File: src/core/dims_pkg.sv
// Package: constants and types for the drive input mode select block
`default_nettype none
package dims_pkg;
  localparam int          NUM_INPUTS       = 9;
  localparam int          MODE_W           = 5;
  localparam logic [4:0]  MODE_RST         = 5'h01;
  localparam logic [4:0]  MODE_MIN         = 5'h01;
  localparam logic [4:0]  MODE_MAX         = 5'h10;
  localparam logic [4:0]  MODE_3W_LO       = 5'h02;
  localparam logic [4:0]  MODE_3W_HI       = 5'h06;
  localparam logic [4:0]  MODE_MOM_LO      = 5'h07;
  localparam logic [4:0]  MODE_MOM_HI      = 5'h0B;
  localparam logic [4:0]  MODE_2W_LO       = 5'h0C;
  localparam logic [4:0]  MODE_2W_HI       = 5'h10;
  localparam logic [3:0]  MODE_OFS_MAX     = 4'h4;
  // Terminal positions (bit index into the contact input vector)
  localparam int          IN_STOP          = 0;
  localparam int          IN_START         = 1;
  localparam int          IN_DIR           = 2;
  localparam int          IN_ENABLE        = 3;
  localparam int          IN_AUX           = 4;
  localparam int          IN_SPD1          = 5;
  localparam int          IN_SPD2          = 6;
  localparam int          IN_SPD3          = 7;
  localparam int          IN_LOCAL         = 8;
  localparam int          IN_FWD           = 1;
  localparam int          IN_REV           = 2;
  localparam int          IN_RUN_FWD       = 1;
  localparam int          IN_RUN_REV       = 2;
  // Speed select word positions
  localparam int          SPD_BIT3         = 14;
  localparam int          SPD_BIT2         = 13;
  localparam int          SPD_BIT1         = 12;
  localparam logic [2:0]  SPD_LAST         = 3'h0;
  localparam logic [2:0]  SPD_EXT1         = 3'h1;
  localparam logic [2:0]  SPD_EXT2         = 3'h7;
  localparam logic [2:0]  REF_RST          = 3'h1;
  localparam int          PANEL_PORT       = 1;
  localparam int          PORTS            = 6;

  typedef enum logic [1:0] {
    DIMS_CTL_STOPPED = 2'b00,
    DIMS_CTL_RUNNING = 2'b01
  } dims_ctl_type;

  typedef enum logic [2:0] {
    DIMS_FAM_STOP_EN  = 3'h0,
    DIMS_FAM_THREE_W  = 3'h1,
    DIMS_FAM_MOMENT   = 3'h3,
    DIMS_FAM_TWO_W    = 3'h2,
    DIMS_FAM_INVALID  = 3'h6
  } dims_fam_type;
endpackage
`default_nettype wire

File: src/core/dims_sync.sv
// Two-stage synchroniser, one per contact input
`default_nettype none
module dims_sync #(
  parameter int WIDTH = 9
) (
  input  wire logic             ref_clk,
  input  wire logic             arst_n,
  input  wire logic [WIDTH-1:0] async_in,
  output logic      [WIDTH-1:0] sync_out
);
  logic [WIDTH-1:0] meta_ff;

  if (WIDTH < 1) begin : g_bad_width
    $error("dims_sync: WIDTH must be at least 1");
  end

  genvar g;
  generate
    for (g = 0; g < WIDTH; g++) begin : g_bit
      always_ff @(posedge ref_clk or negedge arst_n) begin
        if (!arst_n) begin
          meta_ff[g]  <= 1'b0;
          sync_out[g] <= 1'b0;
        end else begin
          meta_ff[g]  <= async_in[g];
          sync_out[g] <= meta_ff[g];
        end
      end
    end
  endgenerate
endmodule
`default_nettype wire

File: src/core/dims_top.sv
// Maps nine contact inputs to drive commands according to the latched input mode
// Notes on behaviour
// RULE1: Mode value selects fixed input function set
// RULE2: New mode applies only after power cycle
// RULE3: Terminal meanings follow the latched mode
// RULE4: Mode 1: only stop and enable used
// RULE5: Modes 2-6: three-wire start, maintained direction
// RULE6: Modes 2-6: direction from one chosen source
// RULE7: Modes 7-11: momentary start and direction, parallel
// RULE8: Modes 12-16: two-wire run, others ignored
// RULE9: Local control granted only while stopped
// RULE10: Local control blocks others except stop
// RULE11: No start without permissives including enable
// RULE12: Speed selects decode to reference source
// RULE13: Default settings allow full panel functions
// RULE14: Drive-mounted panel is communication port one
// RULE15: Output runs only while enable true
// RULE16: Auxiliary fault whenever interlock open
// RULE17: Absent board needs mode programmed to one
// RULE18: Inputs synchronised before any decoding
`default_nettype none
module dims_top
  import dims_pkg::*;
#(
  parameter int                NUM_IN  = dims_pkg::NUM_INPUTS,
  parameter logic [5:0]        PNL_MSK = 6'h3F
) (
  input  wire logic                      ref_clk,
  input  wire logic                      arst_n,
  input  wire logic [dims_pkg::NUM_INPUTS-1:0] contact_in,
  input  wire logic [dims_pkg::MODE_W-1:0]     mode_prog,
  input  wire logic                      power_up_load,
  input  wire logic                      dir_from_terminal,
  input  wire logic [dims_pkg::PORTS-1:0] logic_mask,
  input  wire logic [dims_pkg::PORTS-1:0] port_start,
  input  wire logic [dims_pkg::PORTS-1:0] port_stop,
  input  wire logic [dims_pkg::PORTS-1:0] port_fwd,
  input  wire logic [dims_pkg::PORTS-1:0] port_rev,
  input  wire logic                      motor_stopped,
  output logic                           run_cmd_ff,
  output logic                           dir_rev_ff,
  output logic                           output_enable_ff,
  output logic                           aux_fault_ff,
  output logic                           local_ctl_ff,
  output logic [dims_pkg::MODE_W-1:0]    mode_active_ff,
  output logic [2:0]                     ref_src_ff,
  output logic                           ref_hold_ff,
  output logic [15:0]                    speed_word_ff,
  output logic                           mode_invalid_ff
);
  import dims_pkg::*;

  if (NUM_IN != NUM_INPUTS) begin : g_bad_num_in
    $error("dims_top: terminal map is fixed at nine inputs");
  end

  logic [NUM_INPUTS-1:0] in_s;
  logic [NUM_INPUTS-1:0] in_d_ff;
  dims_fam_type          fam;
  dims_ctl_type          ctl_ff;
  logic [PORTS-1:0]      port_ok;
  logic                  any_stop;
  logic                  permit;
  logic                  nxt_run;
  logic                  nxt_dir;
  logic                  nxt_local;
  logic                  start_edge;
  logic                  panel_start;
  logic                  panel_fwd;
  logic                  panel_rev;
  logic [2:0]            spd;

  dims_sync #(
    .WIDTH (NUM_INPUTS)
  ) u_sync (
    .ref_clk  (ref_clk),
    .arst_n   (arst_n),
    .async_in (contact_in),
    .sync_out (in_s)
  ); // RULE18

  // Mode is caught only on the power-up load strobe, never live
  always_ff @(posedge ref_clk or negedge arst_n) begin
    if (!arst_n) begin
      mode_active_ff  <= MODE_RST;
      mode_invalid_ff <= 1'b0;
    end else if (power_up_load) begin // RULE2
      if (mode_prog >= MODE_MIN && mode_prog <= MODE_MAX) begin
        mode_active_ff  <= mode_prog;
        mode_invalid_ff <= 1'b0;
      end else begin
        mode_active_ff  <= MODE_RST;
        mode_invalid_ff <= 1'b1;
      end
    end
  end

  always_comb begin
    if (mode_active_ff >= MODE_2W_LO && mode_active_ff <= MODE_2W_HI) begin
      fam = DIMS_FAM_TWO_W;
    end else if (mode_active_ff >= MODE_MOM_LO) begin
      fam = DIMS_FAM_MOMENT;
    end else if (mode_active_ff >= MODE_3W_LO) begin
      fam = DIMS_FAM_THREE_W;
    end else begin
      fam = DIMS_FAM_STOP_EN;
    end
  end // RULE1 RULE3

  always_ff @(posedge ref_clk or negedge arst_n) begin
    if (!arst_n) begin
      in_d_ff <= '0;
    end else begin
      in_d_ff <= in_s;
    end
  end

  // Panel is port 1; its mask bit defaults set so the panel has full control
  always_comb begin
    port_ok = logic_mask & PNL_MSK; // RULE13 RULE14
    if (local_ctl_ff) begin
      port_ok = '0; // RULE10
    end
    panel_start = |(port_start & port_ok);
    panel_fwd   = |(port_fwd & port_ok);
    panel_rev   = |(port_rev & port_ok);
  end

  // Stop is honoured from every port whatever the mask, and in modes 12-16 port stop counts only under local control
  assign any_stop = (|port_stop) | ~in_s[IN_STOP]; // RULE10
  assign permit   = in_s[IN_ENABLE] & in_s[IN_AUX]; // RULE11
  assign start_edge = in_s[IN_START] & ~in_d_ff[IN_START];

  always_comb begin
    nxt_run = run_cmd_ff;
    nxt_dir = dir_rev_ff;
    case (fam)
      DIMS_FAM_STOP_EN: begin
        if (panel_start) nxt_run = 1'b1; // RULE4
        if (panel_fwd) nxt_dir = 1'b0;
        if (panel_rev) nxt_dir = 1'b1;
        if (any_stop) nxt_run = 1'b0;
      end
      DIMS_FAM_THREE_W: begin
        if (start_edge || panel_start) nxt_run = 1'b1; // RULE5
        if (dir_from_terminal) begin
          nxt_dir = in_s[IN_DIR]; // RULE6
        end else begin
          if (panel_fwd) nxt_dir = 1'b0;
          if (panel_rev) nxt_dir = 1'b1;
        end
        if (any_stop) nxt_run = 1'b0;
      end
      DIMS_FAM_MOMENT: begin
        if (start_edge || panel_start) nxt_run = 1'b1; // RULE7
        if ((in_s[IN_FWD] & ~in_d_ff[IN_FWD]) || panel_fwd) nxt_dir = 1'b0;
        if ((in_s[IN_REV] & ~in_d_ff[IN_REV]) || panel_rev) nxt_dir = 1'b1;
        if (any_stop) nxt_run = 1'b0;
      end
      DIMS_FAM_TWO_W: begin
        // Panel start and direction ignored; only terminals run the motor
        nxt_run = in_s[IN_RUN_FWD] ^ in_s[IN_RUN_REV]; // RULE8
        if (nxt_run) nxt_dir = in_s[IN_RUN_REV];
        // Port stop only counts under local control, where every stop is honoured
        if (!in_s[IN_STOP] || (local_ctl_ff && (|port_stop))) nxt_run = 1'b0; // RULE8 RULE10
      end
      default: begin
        nxt_run = 1'b0;
      end
    endcase
    if (!permit) nxt_run = 1'b0; // RULE11 RULE15
  end

  always_ff @(posedge ref_clk or negedge arst_n) begin
    if (!arst_n) begin
      run_cmd_ff <= 1'b0;
      dir_rev_ff <= 1'b0;
      ctl_ff     <= DIMS_CTL_STOPPED;
    end else begin
      run_cmd_ff <= nxt_run;
      dir_rev_ff <= nxt_dir;
      ctl_ff     <= motor_stopped ? DIMS_CTL_STOPPED : DIMS_CTL_RUNNING;
    end
  end

  // Request while running is dropped, not queued; a held input retakes it later
  always_comb begin
    nxt_local = local_ctl_ff;
    if (!in_s[IN_LOCAL] || fam == DIMS_FAM_STOP_EN) begin
      nxt_local = 1'b0;
    end else if (ctl_ff == DIMS_CTL_STOPPED && motor_stopped) begin
      nxt_local = 1'b1; // RULE9
    end
  end

  always_ff @(posedge ref_clk or negedge arst_n) begin
    if (!arst_n) begin
      local_ctl_ff <= 1'b0;
    end else begin
      local_ctl_ff <= nxt_local;
    end
  end

  always_ff @(posedge ref_clk or negedge arst_n) begin
    if (!arst_n) begin
      output_enable_ff <= 1'b0;
      aux_fault_ff     <= 1'b0;
    end else begin
      output_enable_ff <= in_s[IN_ENABLE]; // RULE15
      aux_fault_ff     <= ~in_s[IN_AUX]; // RULE16
    end
  end

  assign spd = {in_s[IN_SPD3], in_s[IN_SPD2], in_s[IN_SPD1]};

  // Code 000 holds the previous source so the reference does not jump
  always_ff @(posedge ref_clk or negedge arst_n) begin
    if (!arst_n) begin
      ref_src_ff    <= REF_RST;
      ref_hold_ff   <= 1'b0;
      speed_word_ff <= 16'h0000;
    end else begin
      speed_word_ff <= '0;
      speed_word_ff[SPD_BIT3] <= spd[2]; // RULE12
      speed_word_ff[SPD_BIT2] <= spd[1];
      speed_word_ff[SPD_BIT1] <= spd[0];
      ref_hold_ff <= (spd == SPD_LAST);
      if (spd != SPD_LAST) begin
        ref_src_ff <= spd; // RULE12
      end
    end
  end
endmodule
`default_nettype wire

File: config.mk
export PLATFORM = sky130hd
export DESIGN_NAME = dims_top
export DESIGN_NICKNAME = d
export VERILOG_FILES = /design/src/core/dims_pkg.sv /design/src/core/dims_sync.sv /design/src/core/dims_top.sv
export SDC_FILE = /design/constraint.sdc
export NUM_CORES = 1
export LEC_CHECK = 0
export ABC_AREA = 1
export BUFFER_PORTS_ARGS = -buffer_cell sky130_fd_sc_hd__buf_4
export CAP_MARGIN = 20
export CORE_MARGIN = 1
export CORE_UTILIZATION = 41
export DETAILED_ROUTE_END_ITERATION = 6
export PLACE_DENSITY = 0.77
export SLEW_MARGIN = 20
export SYNTH_ARGS = -nofsm -noshare
export SYNTH_HDL_FRONTEND = slang
export SYNTH_HIERARCHICAL = 1
export SYNTH_SLANG_ARGS = --single-unit
File: constraint.sdc
create_clock -name ref_clk -period 1.3 [get_ports ref_clk]
set_clock_uncertainty 0.15 [all_clocks]
set_input_delay 0.26 -clock ref_clk [delete_from_list [all_inputs] [get_ports ref_clk]]
set_output_delay 0.26 -clock ref_clk [all_outputs]
set_load 0.03 [all_outputs]
; Word-level counts from Yosys, hierarchy flattened
; Cells that the tools add are included.
[word_totals]
reg_bits = 40
inputBits = 49
out_inout_bits = 31
elab_cells = 102
[classes]
n_lt_le_gt_ge = 6
n_eq_ne = 7
n_mux = 23
n_bitwise = 12
n_reduce_logical = 24
[op_table]
columns = operator, count
row1 = 6-bit OR reduction, 4
row2 = 6-bit AND, 3
row3 = 1-bit 2-to-1 mux, 17
row4 = "5-bit less-or-equal comparator, second input constant", 2
row5 = "3-bit by 2-bit == test with 1-bit output, second input constant", 2
row6 = 3-bit logical NOT, 2
row7 = 6-bit 2-to-1 mux, 1
row8 = "5-bit by 1-bit >= comparator with 1-bit output, second input constant", 1
row9 = "5-bit by 2-bit >= comparator with 1-bit output, second input constant", 1
row10 = "5-bit by 3-bit >= comparator with 1-bit output, second input constant", 1
row11 = "5-bit by 4-bit >= comparator with 1-bit output, second input constant", 1
row12 = 1-bit logical OR, 5
row13 = 5-bit 2-to-1 mux, 1
row14 = 1-bit logical AND, 4
row15 = "4-bit by 3-bit inequality test with 1-bit output, second input constant", 1
row16 = "4-bit inequality test, second input constant", 1
row17 = 1-bit NOT, 4
row18 = 1-bit case mux with 4 select lines, 1
row19 = 4-bit nonzero test, 1
row20 = 1-bit AND, 3
row21 = "3-bit by 1-bit == test with 1-bit output, second input constant", 1
row22 = 3-bit 2-to-1 mux, 1
row23 = "3-bit inequality test, second input constant", 1
row24 = 1-bit case mux with 3 select lines, 1
row25 = 11 further kinds, 12

; Depth between registers and ports, before layout
; Gate-level depths: netlist (run 1).
[depth]
depth_word = 8
depth_mapped = 12
mapped_depth_nobuf = 11

; Cells and area by module
; The synthesis (run 1) kept the hierarchy.
[modules_own_cells]
columns = module, n_inst, cells_each, area_each_um2, seq_area_each_um2
row1 = dims_top, 1, 168, 1236.2, 528.0
row2 = dims_sync, 1, 18, 450.4, 450.4

; Least setup slack after synthesis (run 1)
; No wires, ideal clock.
[synth_path]
kind = register to register
start = register mode_active_ff[0] in the netlist's numbering
end = register run_cmd_ff
setup_ps = 117
t_arrival_ps = 1344
required_time_ps = 1033
setup_slack_ps = -311
stages_incl_launch_ff = 10
n_path_buf = 0
period_less_slack_ps = 1611
cell_sequence = dfstp_2 > nand2_1 > o21ai_2 > inv_1 > nor2_2 > nor2_1 > inv_1 > nand2_1 > nand3_1 > nand2_1
[synth_via]
elab_chain_len = 8
elab_cells_between_ends = 18
cone_classes = 4 x order compare / 5 x eq/ne / 5 x mux / 4 x reduce/logical
[synth_rtl]
columns = item, line_no
row1 = from (decl), dims_top.sv:45  ; output logic [dims_pkg::MODE_W-1:0] mode_active_ff,
row2 = from (signal assigned), dims_top.sv:89  ; mode_active_ff <= mode_prog;
row3 = 5-bit by 2-bit >= comparator with 1-bit output, dims_top.sv:103  ; end else if (mode_active_ff >= MODE_3W_LO) begin
row4 = 1-bit 2-to-1 mux, dims_top.sv:103
row5 = 2-bit 2-to-1 mux, dims_top.sv:101  ; end else if (mode_active_ff >= MODE_MOM_LO) begin
row6 = 3-bit 2-to-1 mux *, dims_top.sv:99  ; if (mode_active_ff >= MODE_2W_LO && mode_active_ff <= MODE_2W_HI) begin
row7 = 3-bit by 2-bit == test with 1-bit output or 3-bit by 1-bit == test with 1-bit output (tied branches), dims_top.sv:137  ; case (fam)
row8 = 2-bit OR reduction (no source line), -
row9 = 1-bit case mux with 3 select lines or 4-bit by 3-bit inequality test with 1-bit output (tied branches), -
row10 = 1-bit 2-to-1 mux or 2-bit AND reduction (tied branches), -
row11 = to (signal assigned), dims_top.sv:180  ; run_cmd_ff <= nxt_run;
row12 = to (decl), dims_top.sv:40  ; output logic run_cmd_ff,
; Mark *: on every way between the ends. The rest lies on a longest branch, timed or not.
; A chain may end at the register's enable or synchronous reset.

; Worst setup path after layout (run 1)
[layout_path]
start = register mode_active_ff[0] in the netlist's numbering
end = register dir_rev_ff
[layout_via]
elab_chain_len = 7
elab_cells_between_ends = 17
cone_classes = 4 x order compare / 5 x eq/ne / 4 x mux / 4 x reduce/logical
[layout_rtl]
columns = item, line_no
row1 = 5-bit by 2-bit >= comparator with 1-bit output, dims_top.sv:103
row2 = 1-bit 2-to-1 mux, dims_top.sv:103
row3 = 2-bit 2-to-1 mux, dims_top.sv:101
row4 = 3-bit 2-to-1 mux *, dims_top.sv:99
row5 = "3-bit by 2-bit == test with 1-bit output, or another cell as far along", dims_top.sv:137
row6 = "3-bit inequality test (no source line), or another cell as far along", -
row7 = 3-bit AND reduction (no source line), -
row8 = to (signal assigned), dims_top.sv:181  ; dir_rev_ff <= nxt_dir;
row9 = to (decl), dims_top.sv:41  ; output logic dir_rev_ff,
; Marked as above.

==> impl_metrics.json, run 1 <==
{
  "synth_compound_area_share_pct": 4.08,
  "synth-xor-area-share_pct": 0.519,
  "synthAdderAreaFrac_pct": 0,
  "synthArstFlopShare_pct": 100,
  "required_ps": 1330,
  "slew_viol_final": 0,
  "synth_top_area_share_pct": 54.9,
  "wl_mm": 3.44,
  "synth-seq-cells": 39,
  "ios": 80,
  "failed_checks": "negative setup slack",
  "clk_pin_slew_ps": 70,
  "final_util_pct": 67.4,
  "ir_drop_uv": 1040,
  "drtAntennaViolNets": 0,
  "gp_congestion": 0.722,
  "p_total_mw": 3.00,
  "drtIter0Drc": 25,
  "grt_overflow_total": 0,
  "viasPerCell": 4.43,
  "grt_start_max_net_pins": 40,
  "syn_area_per_cell_um2": 9.07,
  "grt_pass1_wl_mm": 5.20,
  "fp.dieH_um": 66.1,
  "layout_setup_ws_ps": -242,
  "synth_area_leader_cell": "dfrtp_1",
  "grt_setup_unrepaired": "yes",
  "first_global_vias": 1269,
  "finalCritPeriodShare_pct": 119,
  "fin_cells": 328,
  "vias": 1452,
  "synth_mux_area_share_pct": 0,
  "wl_per_cell_um": 10.5,
  "power_density_nw_per_um2": 1170,
  "drive_gt1_share_pct": 37.1,
  "syn_inst": 186,
  "coreArea_um2": 3800,
  "dpl.cell_count": 306,
  "grt_antenna_before_repair": 0,
  "cts_tree": "yes",
  "drt_pass1_iterations": 4,
  "fin_nets": 328,
  "diodes": 0,
  "max_cap_viol_count": 0,
  "arrival_ps": 1570,
  "leakagePower_nw": 1.35,
  "ys_seq_area_share_pct": 58.0,
  "dpl_cell_area_um2": 2240,
  "final_hold_viol_count": 0,
  "synth.cell_area_um2": 1690,
  "fin_area_um2": 2560,
  "dp_hpwl_mm": 2.44,
  "dieWidth_um": 66.1,
  "cts_made_buffers": 5,
  "ys.flop_type": "dfrtp_1",
  "die_area_um2": 4370,
  "r2r_slack_ps": -240,
  "synthDistinctLibCells": 25,
  "yosys.area_share.simple_pct": 25.1,
  "max-clock-path-buffers": 2,
  "cts_sinks": 39,
  "fmaxAchievable_ghz": 0.648,
  "finalSetupViolCount": 9,
  "status": "finished, violations left",
  "crit_fanout": 4,
  "yosysWarnings": 6,
  "synth_edf_count": 0,
  "portBuffers": 66,
  "path_class": "reg -> reg",
  "initial_utilization_pct": 44.4,
  "whs_ps": 61.2,
  "area_growth_pct": 51.8,
  "fin_crit_ps": 1540,
  "hp-class": "in -> reg",
  "root_buffer": "clkbuf_8",
  "grt.total_usage_pct": 16.0,
  "setup-tns-final_ps": -1050,
  "clk-insertion-delay-late_ps": 280,
  "pre_cts_slack_ps": -268,
  "drc": 0,
  "num_rows": 22,
  "yosys-top-cells-area": "dfrtp_1 (55%), nand2_1 (8.5%), nand3_1 (8.3%), buf_4 (5.8%), inv_1 (4.7%)",
  "crit_path_end_kind": "flip-flop",
  "synth_top_family_by_area": "simple AND/OR/NAND/NOR gates",
  "htreeDepth": 2,
  "start_kind": "flip-flop"
}
[cells in the mapped netlist, types with 2 or more instances]
cell	count
a21oi_1	4
dfstp_2	2
nand4_1	2
dfrtp_1	37
nor2_1	18
o21ai_0	5
buf_4	13
nand2_1	38
nand3_1	28
inv_2	2
nand3b_1	2
nor2_2	2
inv_1	21
[critical path: stages (launching register included)]
cell     delay [ps]
dfstp_2         560
nand2_2          70
o21ai_4         190
buf_4           140
a21oi_1          60
a21oi_1         110
nand2_1          60
nand2_1          60
nand2_1          40
[report_power, final]
| group | switching, mW | internal [mW] |
|---|---|---|
| Clock | 0.398 | 0.571 |
| Combinational | 0.369 | 0.320 |
| Sequential | 0.0507 | 1.29 |
[path summary, 6_finish.rpt]
path,startpoint,endpoint,depth (start not counted)
max,mode_active_ff[0]$_DFFE_PN1P_,dir_rev_ff$_DFFE_PN0P_,8
max in group asynchronous,arst_n,mode_active_ff[0]$_DFFE_PN1P_,2
min reg2reg,u_sync/meta_ff[3]$_DFF_PN0_,u_sync/sync_out[3]$_DFF_PN0_,0
max reg2reg,mode_active_ff[0]$_DFFE_PN1P_,dir_rev_ff$_DFFE_PN0P_,8
min,mode_prog[1],mode_active_ff[1]$_DFFE_PN0P_,3
min in group asynchronous,arst_n,speed_word_ff[14]$_DFF_PN0_,2
[layout by cell type, fill, tap and decap left out]
cell type	netlist	routed
dfrtp_1	37	36
inv_2	2	2
nand2_1	38	37
nor2_2	2	4
o21ai_0	5	5
inv_4	0	1
o22ai_1	1	1
nor3_1	1	1
nor2_1	18	15
buf_6	0	12
and3_1	1	1
nand3_1	28	27
conb_1	1	13
dfstp_2	2	2
bufinv_16	0	1
nand4_1	2	2
or2_2	1	1
clkinv_2	0	1
a21oi_1	4	4
nand3_2	1	2
a31o_2	1	1
buf_4	13	66
dfrtp_2	0	1
xor2_1	1	1
nor2_4	0	1
nand3b_1	2	2
clkinv_4	0	1
dlygate4sd3_1	0	11
nand2_2	1	2
o21ai_4	0	1
clkbuf_8	0	5
inv_1	21	20
[area by class of cell]
| class | count | area [µm²] |
|---|---|---|
| Clock buffer | 5 | 68.8 |
| Clock inverter | 3 | 43.8 |
| Fill cell | 311 | 1240 |
| Inverter | 23 | 88.8 |
| Multi-Input combinational cell | 121 | 578 |
| Sequential cell | 39 | 980 |
| Tap cell | 48 | 60.1 |
| Timing Repair Buffer | 89 | 741 |
[sequential cells by signal, summed over array words and instances (netlist names)]
signal            flops
aux_fault_ff          1
ctl_ff                1
dir_rev_ff            1
in_d_ff               2
local_ctl_ff          1
mode_active_ff        5
mode_invalid_ff       1
output_enable_ff      1
ref_hold_ff           1
ref_src_ff            3
run_cmd_ff            1
speed_word_ff         3
u_sync/meta_ff        9
u_sync/sync_out       9
[metal layers]
| metal | GRT usage (%) | up-vias | part of all wire [%] |
|---|---|---|---|
| met5 | 0 | - | 0 |
| met4 | 8.24 | 0 | 1.8 |
| met3 | 3.45 | 7 | 7.2 |
| met2 | 27.2 | 59 | 49 |
| met1 | 19.1 | 639 | 42 |
| li1 | - | 747 | - |
[cells by family (layout without fill, tap and decap cells)]
| kind of cell | after synthesis | in the layout |
|---|---|---|
| AND/OR/NAND/NOR | 95 | 95 |
| flip-flops | 39 | 39 |
| buffers and inverters | 38 | 120 |
| AO/OA/AOI/OAI | 12 | 12 |
| other | 1 | 13 |
| XOR/XNOR | 1 | 1 |
[repair_timing]
item	4_1_cts	5_1_grt
endpoints found under the hold margin	47	0
hold buffers	11	0
endpoints found under the setup margin	9	11
buffers inserted	2	4
gates resized for setup	12	10
pin swaps	5	2
No activity file was read; power rests on OpenSTA's default activity.
==> inputs of run 2 (changes only) <==
--- a/config.mk
+++ b/config.mk
@@ -8,10 +8,12 @@
 export ABC_AREA = 1
 export BUFFER_PORTS_ARGS = -buffer_cell sky130_fd_sc_hd__buf_4
 export CAP_MARGIN = 20
+export CELL_PAD_IN_SITES_DETAIL_PLACEMENT = 0
+export CELL_PAD_IN_SITES_GLOBAL_PLACEMENT = 1
 export CORE_MARGIN = 1
-export CORE_UTILIZATION = 41
+export CORE_UTILIZATION = 29
 export DETAILED_ROUTE_END_ITERATION = 6
-export PLACE_DENSITY = 0.77
+export PLACE_DENSITY = 0.76
 export SLEW_MARGIN = 20
 export SYNTH_ARGS = -nofsm -noshare
 export SYNTH_HDL_FRONTEND = slang
==> run 2 against run 1 <==
  * The run still ends with negative setup slack left
  * Worst hold slack got worse by 5.4 ps
  * Sequential cell count unchanged
  * Final area increased by 1.4%
  * Worst setup slack got worse by 19 ps
  * Core utilization decreased by 21 points
  * Highest routed layer unchanged
==> impl_metrics.json, run 2 (synthesized netlist as in run 1, its figures left out) <==
{
  "n_fill_cell": 570,
  "p_total_mw": 2.81,
  "reg2regPathDepth": 9,
  "first_global_vias": 1413,
  "coreArea_um2": 5540,
  "clk_pin_slew_ps": 70,
  "critPathLaunch": "mode_active_ff[0]$_DFFE_PN1P_",
  "area_growth_pct": 53.9,
  "failed_checks": "negative setup slack",
  "ir_drop_uv": 575,
  "viasPerCell": 4.10,
  "slew_viol_final": 0,
  "top_regs": "u_sync/meta_ff x9, u_sync/sync_out x9, mode_active_ff x5",
  "drive_gt1_share_pct": 38.4,
  "path_class": "reg -> out",
  "ff_latch_area_um2": 982,
  "max-clock-path-buffers": 2,
  "max_cap_viol_count": 0,
  "cts_tree": "yes",
  "r2r_slack_ps": -190,
  "start_kind": "flip-flop",
  "finalCritPeriodShare_pct": 120,
  "num_rows": 27,
  "hp-class": "in -> reg",
  "portBuffers": 66,
  "fin_nets": 329,
  "grt_start_max_net_pins": 40,
  "final_hold_viol_count": 0,
  "grt.total_usage_pct": 12.3,
  "dp_hpwl_mm": 2.66,
  "leakagePower_nw": 1.34,
  "status": "finished, violations left",
  "diodes": 0,
  "grt_pass1_wl_mm": 5.92,
  "drtAntennaViolNets": 0,
  "root_buffer": "clkbuf_8",
  "multiInputGateArea_um2": 599,
  "final_cell_mix": "buf_4 (67), nand2_1 (37), dfrtp_1 (34), nand3_1 (26), inv_1 (20)",
  "drt_pass1_iterations": 4,
  "die_area_um2": 6120,
  "critPathCapture": "mode_active_ff[0]",
  "timing.rr.end": "dir_rev_ff$_DFFE_PN0P_",
  "fp.dieH_um": 78.3,
  "power_density_nw_per_um2": 1080,
  "grt_antenna_before_repair": 0,
  "drtIter0Drc": 52,
  "clk-insertion-delay-late_ps": 280,
  "wl_per_cell_um": 10.1,
  "finalSetupViolCount": 9,
  "slowest_delay_ps": 550,
  "cpMostUsedCell": "buf_6",
  "layout_setup_ws_ps": -261,
  "final_util_pct": 46.9,
  "worst_path_max_delay_cell": "dfstp_2",
  "gp_congestion": 0.761,
  "htreeDepth": 2,
  "fmaxAchievable_ghz": 0.641,
  "grt_setup_unrepaired": "yes",
  "grt_overflow_total": 0,
  "required_ps": 890,
  "fin_crit_ps": 1560,
  "drc": 0,
  "vias": 1446,
  "r2r_start": "mode_active_ff[0]$_DFFE_PN1P_",
  "crit_path_cell_trace": "buf_4 -> buf_6 -> buf_6",
  "layout_commonest_cell": "buf_4",
  "cts_sinks": 39,
  "ios": 80,
  "initial_utilization_pct": 30.4,
  "dieWidth_um": 78.3,
  "arrival_ps": 1150,
  "crit_path_end_kind": "output port",
  "cts_made_buffers": 5,
  "wl_mm": 3.55,
  "crit_fanout": 3
}
==> run 2: how the worst min path moves through the flow <==
stage                                                to  cells after the start           from
after floorplan                  aux_fault_ff$_DFF_PN0_                      0         arst_n
after detailed placement   u_sync/sync_out[3]$_DFF_PN0_                      1         arst_n
final                     mode_active_ff[1]$_DFFE_PN0P_                      3   mode_prog[1]
after global routing      mode_active_ff[4]$_DFFE_PN0P_                      2  power_up_load
after CTS                 mode_active_ff[1]$_DFFE_PN0P_                      3   mode_prog[1]
after global placement       output_enable_ff$_DFF_PN0_                      1         arst_n
==> run 2: per-stage QoR <==
stage	hold WS (ps)	area (µm²)	setup WS, ps	TNS (ps)	cells
2_1_floorplan	-186	1740	-294	-580	198
3_3_place_gp	101	2290	-212	-413	332
3_5_place_dp	106	2290	-246	-484	332
4_1_cts	44.2	2560	-201	-1090	352
5_1_grt	53.2	2600	-313	-1570	353
6_report	55.7	2600	-261	-1090	353
==> run 2: final cells by class <==
cell class              instances  share of cell area [%]
multi-input cells             121                    23.1
repair buffers                 90                    28.8
flip-flops and latches         39                    37.8
well taps                      72                    3.47
clock inverters                 2                   0.482
inverters                      23                    3.52
clock buffers                   6                    2.80
==> run 2: power breakdown <==
group | leakage (nW) | internal [mW] | switching (mW) | total [mW]
Sequential | 0.457 | 1.29 | 0.0488 | 1.34
Clock | 0.0412 | 0.374 | 0.394 | 0.769
Combinational | 0.840 | 0.325 | 0.377 | 0.703
Total | 1.34 | 1.99 | 0.820 | 2.81
==> run 2: worst max-delay path: cells and delay by family (launching register included) <==
family | cells | cell delay [ps]
buffers and inverters | 3 | 320
flip-flops | 1 | 550
==> run 2: timing repair <==
action	in CTS	in global routing
hold endpoints to repair	47	0
pin swaps	2	2
hold buffers	11	0
gates resized for setup	20	9
setup endpoints to repair	10	9
setup buffers	1	3
==> run 2: metal layers <==
layer  part of all wire [%]  global-route usage, %  vias to the layer above
met5                      0                      0                        -
met4                    1.4                   5.00                        0
met3                    8.4                   3.02                        6
met2                     48                   21.7                       60
met1                     42                   14.3                      634
li1                       -                      -                      746
